$ cat src/core/mfp_pkg.sv
// Shared constants and carrier types for the motor fault protection logic
package mfp_pkg;

    // ------------------------------------------------------------
    // Sizes
    // ------------------------------------------------------------
    localparam int PHASES   = 3;
    localparam int UV_FLAGS = 3;
    localparam int CODE_W   = 3;

    // ------------------------------------------------------------
    // Sensor codes that never occur in a valid sequence
    // ------------------------------------------------------------
    localparam logic [CODE_W-1:0] CODE60_BAD_A  = 3'h2;
    localparam logic [CODE_W-1:0] CODE60_BAD_B  = 3'h5;
    localparam logic [CODE_W-1:0] CODE120_BAD_A = 3'h7;
    localparam logic [CODE_W-1:0] CODE120_BAD_B = 3'h0;

    // ------------------------------------------------------------
    // Drive patterns and reset values
    // ------------------------------------------------------------
    localparam logic [PHASES-1:0] DRIVE_NONE  = 3'h0;
    localparam logic [PHASES-1:0] DRIVE_ALL   = 3'h7;
    localparam logic              FAULT_RST_N = 1'h0;
    localparam logic              VALID_RST   = 1'h0;

    // Current sense comparator threshold, handled outside in analog
    localparam int OC_THRESHOLD_MV = 100;

    // ------------------------------------------------------------
    // Types
    // ------------------------------------------------------------
    typedef enum logic [1:0] {
        CYC_WAIT,
        CYC_CONDUCT,
        CYC_ENDED
    } mfp_cycle_t;

    typedef struct packed {
        logic [UV_FLAGS-1:0] uvlo;
        logic                overTemp;
        logic                curOver;
        logic                outEnable;
        logic                brake;
        logic                rampStart;
        logic                pwmOn;
        logic [PHASES-1:0]   topReq;
        logic [PHASES-1:0]   botReq;
    } mfp_ctrl_t;

    typedef struct packed {
        logic [PHASES-1:0] top;
        logic [PHASES-1:0] bot;
    } mfp_drive_t;

endpackage

$ cat src/core/mfp_sensor_check.sv
// Rotor position sensor code validity check
`timescale 1ns/100ps

module mfp_sensor_check
(
    input  wire logic                        core_clk,
    input  wire logic                        rst,
    input  wire logic                        clkEn,
    input  wire logic [mfp_pkg::CODE_W-1:0]  hallCode,
    input  wire logic                        phaseSel60,
    output logic                             codeValid_ff
);

    logic nxt_codeValid;

    // ------------------------------------------------------------
    // Code decode
    // ------------------------------------------------------------

    // Two codes per phasing are never part of the sequence
    always_comb
    begin
        if (phaseSel60)
        begin
            nxt_codeValid = (hallCode != mfp_pkg::CODE60_BAD_A) &&
                            (hallCode != mfp_pkg::CODE60_BAD_B);
        end
        else
        begin
            nxt_codeValid = (hallCode != mfp_pkg::CODE120_BAD_A) &&
                            (hallCode != mfp_pkg::CODE120_BAD_B);
        end
    end

    // Registered flag, aligned with the control input stage
    always_ff @(posedge core_clk)
    begin
        if (rst)
        begin
            codeValid_ff <= mfp_pkg::VALID_RST;
        end
        else if (clkEn)
        begin
            codeValid_ff <= nxt_codeValid;
        end
    end

endmodule

$ cat src/core/mfp_fault_protect.sv
// Fault merge and protective drive gating of the commutation controller
//
// Notes on behaviour
// - Fault output goes low while any fault source is active and high only when none is.
// - A sensor code outside the valid set for the chosen phasing raises the fault.
// - Output enable sampled low raises the fault.
// - Current comparator over its threshold raises the fault.
// - Any one or more undervoltage flags raise the fault.
// - The over-temperature flag raises the fault.
// - Over-temperature acts exactly like output enable forced low.
// - Outside brake, at most one top and one bottom drive are on, and never of the same phase.
// - Undervoltage turns all top drives off and holds all bottom drives low.
// - Invalid code turns all drives off without brake, or bottoms on with brake.
// - Valid code with enable low gives bottoms on with brake, else all drives off.
// - Over-current ends the pulse at once and holds off until the next ramp start.
`timescale 1ns/100ps

module mfp_fault_protect
#(
    parameter int PHASES   = mfp_pkg::PHASES,
    parameter int UV_FLAGS = mfp_pkg::UV_FLAGS
)
(
    input  wire logic                        core_clk,
    input  wire logic                        rst,
    input  wire logic                        clkEn,
    input  wire logic [mfp_pkg::CODE_W-1:0]  hallCode,
    input  wire logic                        phaseSel60,
    input  wire logic                        brake,
    input  wire logic                        outEnable,
    input  wire logic                        curSenseOver,
    input  wire logic [UV_FLAGS-1:0]         uvloFlags,
    input  wire logic                        overTemp,
    input  wire logic                        rampStart,
    input  wire logic                        pwmOn,
    input  wire logic [PHASES-1:0]           topReq,
    input  wire logic [PHASES-1:0]           botReq,
    output logic [PHASES-1:0]                topOn_ff,
    output logic [PHASES-1:0]                botOn_ff,
    output logic                             faultN_ff,
    output logic                             pulseCut_ff
);

    // ------------------------------------------------------------
    // Declarations
    // ------------------------------------------------------------
    mfp_pkg::mfp_ctrl_t   ctrl_ff;
    mfp_pkg::mfp_ctrl_t   nxt_ctrl;
    mfp_pkg::mfp_cycle_t  cycState_ff;
    mfp_pkg::mfp_cycle_t  nxt_cycState;
    mfp_pkg::mfp_drive_t  nxt_drive;
    logic                 codeValid;
    logic                 effEnable;
    logic                 anyUvlo;
    logic                 nxt_fault;
    logic                 conduct;
    logic [PHASES-1:0]    topPick;
    logic [PHASES-1:0]    botPick;
    logic [PHASES:0]      seenTop;
    logic [PHASES:0]      seenBot;

    // ------------------------------------------------------------
    // Input stage
    // ------------------------------------------------------------

    // Gather control inputs into one carrier
    always_comb
    begin
        nxt_ctrl.uvlo      = uvloFlags;
        nxt_ctrl.overTemp  = overTemp;
        nxt_ctrl.curOver   = curSenseOver;
        nxt_ctrl.outEnable = outEnable;
        nxt_ctrl.brake     = brake;
        nxt_ctrl.rampStart = rampStart;
        nxt_ctrl.pwmOn     = pwmOn;
        nxt_ctrl.topReq    = topReq;
        nxt_ctrl.botReq    = botReq;
    end

    // Sample controls, same stage as the code check
    always_ff @(posedge core_clk)
    begin
        if (rst)
        begin
            ctrl_ff <= '0;
        end
        else if (clkEn)
        begin
            ctrl_ff <= nxt_ctrl;
        end
    end

    // Sensor code validity, registered inside
    mfp_sensor_check u_sensor_check
    (
        .core_clk     (core_clk),
        .rst          (rst),
        .clkEn        (clkEn),
        .hallCode     (hallCode),
        .phaseSel60   (phaseSel60),
        .codeValid_ff (codeValid)
    );

    // ------------------------------------------------------------
    // Fault merge
    // ------------------------------------------------------------

    // Over-temperature forces the enable low
    assign effEnable = ctrl_ff.outEnable & ~ctrl_ff.overTemp;
    assign anyUvlo   = |ctrl_ff.uvlo;

    // Any one source raises the fault, none releases it
    assign nxt_fault = ~codeValid
                     | ~effEnable
                     | ctrl_ff.curOver
                     | anyUvlo
                     | ctrl_ff.overTemp;

    // Fault output, recomputed every enabled cycle
    always_ff @(posedge core_clk)
    begin
        if (rst)
        begin
            faultN_ff <= mfp_pkg::FAULT_RST_N;
        end
        else if (clkEn)
        begin
            faultN_ff <= ~nxt_fault;
        end
    end

    // ------------------------------------------------------------
    // Cycle-by-cycle current limit
    // ------------------------------------------------------------

    // One conduction window per oscillator cycle
    always_comb
    begin
        nxt_cycState = cycState_ff;
        if (ctrl_ff.curOver)
        begin
            nxt_cycState = mfp_pkg::CYC_ENDED;
        end
        else if (ctrl_ff.rampStart)
        begin
            nxt_cycState = mfp_pkg::CYC_CONDUCT;
        end
        else
        begin
            case (cycState_ff)
                mfp_pkg::CYC_WAIT:    nxt_cycState = mfp_pkg::CYC_WAIT;
                mfp_pkg::CYC_CONDUCT:
                begin
                    // PWM end closes the window for this cycle
                    if (!ctrl_ff.pwmOn)
                    begin
                        nxt_cycState = mfp_pkg::CYC_ENDED;
                    end
                end
                mfp_pkg::CYC_ENDED:   nxt_cycState = mfp_pkg::CYC_ENDED;
                default:              nxt_cycState = mfp_pkg::CYC_WAIT;
            endcase
        end
    end

    // Cycle state register
    always_ff @(posedge core_clk)
    begin
        if (rst)
        begin
            cycState_ff <= mfp_pkg::CYC_WAIT;
        end
        else if (clkEn)
        begin
            cycState_ff <= nxt_cycState;
        end
    end

    // Bottom conduction allowed this cycle
    assign conduct = (nxt_cycState == mfp_pkg::CYC_CONDUCT) & ctrl_ff.pwmOn;

    // Marks that over-current cut the present cycle
    always_ff @(posedge core_clk)
    begin
        if (rst)
        begin
            pulseCut_ff <= 1'h0;
        end
        else if (clkEn)
        begin
            if (ctrl_ff.curOver)
            begin
                pulseCut_ff <= 1'h1;
            end
            else if (ctrl_ff.rampStart)
            begin
                pulseCut_ff <= 1'h0;
            end
        end
    end

    // ------------------------------------------------------------
    // Drive exclusivity
    // ------------------------------------------------------------
    assign seenTop[0] = 1'h0;
    assign seenBot[0] = 1'h0;

    // Lowest requested top wins, bottom must be another phase
    generate
        for (genvar i = 0; i < PHASES; i++)
        begin : g_phase
            assign topPick[i]   = ctrl_ff.topReq[i] & ~seenTop[i];
            assign seenTop[i+1] = seenTop[i] | ctrl_ff.topReq[i];
            assign botPick[i]   = ctrl_ff.botReq[i] & ~topPick[i] & ~seenBot[i];
            assign seenBot[i+1] = seenBot[i] | (ctrl_ff.botReq[i] & ~topPick[i]);
        end
    endgenerate

    // ------------------------------------------------------------
    // Drive selection
    // ------------------------------------------------------------

    // Priority: undervoltage, bad code, enable low, brake, run
    always_comb
    begin
        nxt_drive.top = mfp_pkg::DRIVE_NONE;
        nxt_drive.bot = mfp_pkg::DRIVE_NONE;
        if (anyUvlo)
        begin
            nxt_drive.bot = mfp_pkg::DRIVE_NONE;
        end
        else if (!codeValid)
        begin
            if (ctrl_ff.brake)
            begin
                nxt_drive.bot = mfp_pkg::DRIVE_ALL;
            end
        end
        else if (!effEnable)
        begin
            if (ctrl_ff.brake)
            begin
                nxt_drive.bot = mfp_pkg::DRIVE_ALL;
            end
        end
        else if (ctrl_ff.brake)
        begin
            nxt_drive.bot = mfp_pkg::DRIVE_ALL;
        end
        else
        begin
            nxt_drive.top = topPick;
            nxt_drive.bot = conduct ? botPick : mfp_pkg::DRIVE_NONE;
        end
    end

    // Drive output registers
    always_ff @(posedge core_clk)
    begin
        if (rst)
        begin
            topOn_ff <= mfp_pkg::DRIVE_NONE;
            botOn_ff <= mfp_pkg::DRIVE_NONE;
        end
        else if (clkEn)
        begin
            topOn_ff <= nxt_drive.top;
            botOn_ff <= nxt_drive.bot;
        end
    end

endmodule

$ cat config.mk
export PLATFORM = sky130hd
export DESIGN_NAME = mfp_fault_protect
export DESIGN_NICKNAME = d
export VERILOG_FILES = /design/src/core/mfp_pkg.sv /design/src/core/mfp_sensor_check.sv /design/src/core/mfp_fault_protect.sv
export SDC_FILE = /design/constraint.sdc
export NUM_CORES = 1
export LEC_CHECK = 0
export ABC_AREA = 1
export BUFFER_PORTS_ARGS = -buffer_cell sky130_fd_sc_hd__clkbuf_2
export CORE_MARGIN = 2
export CORE_UTILIZATION = 54
export DETAILED_ROUTE_END_ITERATION = 10
export PLACE_DENSITY = 0.82
export SYNTH_ARGS = -nofsm -noshare
export SYNTH_HDL_FRONTEND = slang
export SYNTH_SLANG_ARGS = --single-unit
$ cat constraint.sdc
create_clock -name core_clk -period 2 [get_ports core_clk]
set_input_delay 0.4 -clock core_clk [delete_from_list [all_inputs] [get_ports core_clk]]
set_output_delay 0.4 -clock core_clk [all_outputs]
set_load 0.05 [all_outputs]
==> metrics <==
# clock sinks=26; status=completed; final hold violation count=0; HP Start=topReq[2]; hold_buf cts=0; Synth top area share=0.4679; Mapped Area=1112 um^2; EDFF count, synth=0; post-synthesis cell count=148; initial core utilization=0.5670; Clock transition at path regs=0.13 ns; grt met3 use=0.03988; cell repeated most along the worst path=nand2_1; diode count=0; post-synthesis sequential area ratio=0.4679; DR vias=1,012; Leakage=0.5582 nW; # DRC=0; critical setup path kind=reg2reg; crit path DAT=1.68 ns; unrepaired setup endpoints after global routing=no; post-route cell area=approximately 1300 um^2; grt peak-use layer=met2; Worst setup startpoint=cycState_ff[0]$_SDFFE_PP0P_; CTS tree=built; CP Capture Type=register; initial antenna violation count=0; r2r setup slk=slightly above 0.5 ns; crit-path cells=inv_1 -> ha_1 -> or2_0 -> a21oi_1 -> nor2_2 -> nand2_1 -> nand2_1 -> nand2_1 -> a21oi_2; total negative slack=0 ns; R2R Path Start=cycState_ff[0]$_SDFFE_PP0P_; mean post-synth cell area=7.516 um^2; Max VDD drop=~0.46 mV; IO Port Bufs=29; Rel. slew slack=0.6665; Final Skew=0.003828 ns; WHS Endpoint=ctrl_ff[5]$_SDFFE_PP0P_; NumNets Final=200; yosys warns=0; WL/cell=10.62 um; Core ar.=a little under 2000 um^2; first drt pass iteration count=4; Power Density=700.3 nW/um^2; DR iter-0 viols=9; FP Rows=16; Area growth, synth to finish=14.40%; total wire length=2.135 mm; die outline width=approximately 49 um; die height=49.39 um; largest net degree at the start of global routing=34; Via density=5.035; max-cap violations=0; clk buf depth=2; top_reg_cell synth=dfxtp_1; fin util=0.6486; Final Wtd Congestion=0.8484; leading post-synthesis cells by cell area=dfxtp_1 (47%), nand2_1 (9.1%), nor2_1 (7.1%), a21oi_1 (6.7%), o21ai_0 (5.4%); WP data required=~2.2 ns; min Tclk post-route=1.480 ns; startpoint types=register; clk root buf=clkbuf_4; flops & latches, synth=26; Slew @ Worst Pin=0.4995 ns; first-pass GRT wire length=approximately 3.8 mm; RR Endpoint=botOn_ff[0]$_SDFFE_PP0P_; worst-skew pair later-pin latency=~0.3 ns; post-route clock period utilization=0.7402; global-route usage over all layers=0.1969; worst hold-check path type=in2reg; Slowest cell on crit path=dfxtp_1; Post-synth ARST share=0; most frequent cell after synthesis=nand2_1; post-cts gate resize count=0; Post-CTS Setup Inserts=0; max incr delay on CP=0.38 ns; Hold Slack=around 0.31 ns; H-Tree Depth=1; Detailed Place HPWL=around 1.6 mm; Netlist cell types=24; grt met1 use=0.2229; vias in the first global route=926; GR Util met2=0.3671; IO Count=30; Post-synth top cells=nand2_1 (27), dfxtp_1 (26), nor2_1 (21); Synthesized Nets=172; FMAX=a little under 0.7 GHz; cell taking the most area after synthesis=dfxtp_1; post-route ant nets=0; final setup vio count=0; Reg2Reg Depth=9; Max Transition Viols Final=0; clock buffer count from CTS=3; Die ar.=2439 um^2; critical path fanouts, max=3; Placed Area=1250 um^2; gr ovfl total=0; layout cells sized above 1=0.2356; Hold Crit Depth=3
sequential cells by signal, indices dropped and copies added, names as in the netlist:
register                     cells
ctrl_ff                         15
botOn_ff                         3
topOn_ff                         3
cycState_ff                      2
faultN_ff                        1
pulseCut_ff                      1
u_sensor_check.codeValid_ff      1
worst max path at each step:
stage / cells after the start / slack, ns / endpoint
floorplan: 9 / 0.63 / botOn_ff[1]$_SDFFE_PP0P_
global placement: 9 / 0.58 / botOn_ff[0]$_SDFFE_PP0P_
detailed placement: 9 / 0.52 / botOn_ff[1]$_SDFFE_PP0P_
CTS: 9 / 0.51 / botOn_ff[0]$_SDFFE_PP0P_
global route: 9 / 0.37 / botOn_ff[2]$_SDFFE_PP0P_
finish: 9 / 0.52 / botOn_ff[0]$_SDFFE_PP0P_
cell usage in the layout (no fill, tap or decap), drive strengths merged:
master	count
xnor2	1
inv	13
or2	1
nand4	1
nand3	7
a211oi	1
clkbuf	32
dfxtp	26
o21ai	18
nor2	23
nand2	28
ha	2
a21oi	18
o211ai	1
nor3	2
through the flow:
stage / instances / total power [mW] / setup slack, ns
floorplan: 148 / 0.6604 / 0.6301
global placement: 198 / 0.6930 / 0.5785
detailed placement: 198 / 0.6989 / 0.5167
CTS: 201 / 0.8989 / 0.5088
global route: 201 / 0.9465 / 0.3662
finish: 201 / 0.8912 / 0.5195
critical path: cells and delay by family (launching register included):
kind | cells | cell delay (ns)
AO/OA/AOI/OAI | 2 | 0.24
buffers and inverters | 1 | 0.07
adder cells (fa/ha/maj) | 1 | 0.28
flip-flops | 1 | 0.38
AND/OR/NAND/NOR | 5 | 0.43
where the power goes:
| part | total [mW] | switching [mW] | internal, mW |
|---|---|---|---|
| clock network | 0.204 | 0.134 | 0.0701 |
| registers | 0.562 | 0.0162 | 0.546 |
| logic | 0.125 | 0.0787 | 0.0459 |
| total | 0.891 | 0.229 | 0.662 |
kinds of logic (layout without fill, tap and decap cells):
kind of cell               after synthesis  count (layout)  share of synthesized area
and+or+nand+nor                         62              62                     0.2351
AOI/OAI and AO/OA                       38              38                     0.1856
buffers and inverters                   19              45                    0.08098
xor gates and xnor gates                 1               1                   0.007875
DFF                                     26              26                     0.4679
adders and majority gates                2               2                    0.02249
routing by layer:
metal | share of wire | routed length (um) | vias to the layer above
met5 | 0 | 0 | -
met4 | 0.0061 | 13 | 0
met3 | 0.033 | 70 | 2
met2 | 0.51 | 1086 | 19
met1 | 0.45 | 965 | 456
li1 | - | - | 535
final cells by class:
type / count / area [um^2]
Fill cell: 190 / 689.4
Clock buffer: 3 / 22.52
Multi-Input combinational cell: 103 / 501.7
Timing Repair Buffer: 29 / 145.1
Tap cell: 27 / 33.78
Inverter: 13 / 48.80
Sequential cell: 26 / 520.5
Power figures use the tool's default switching activity.
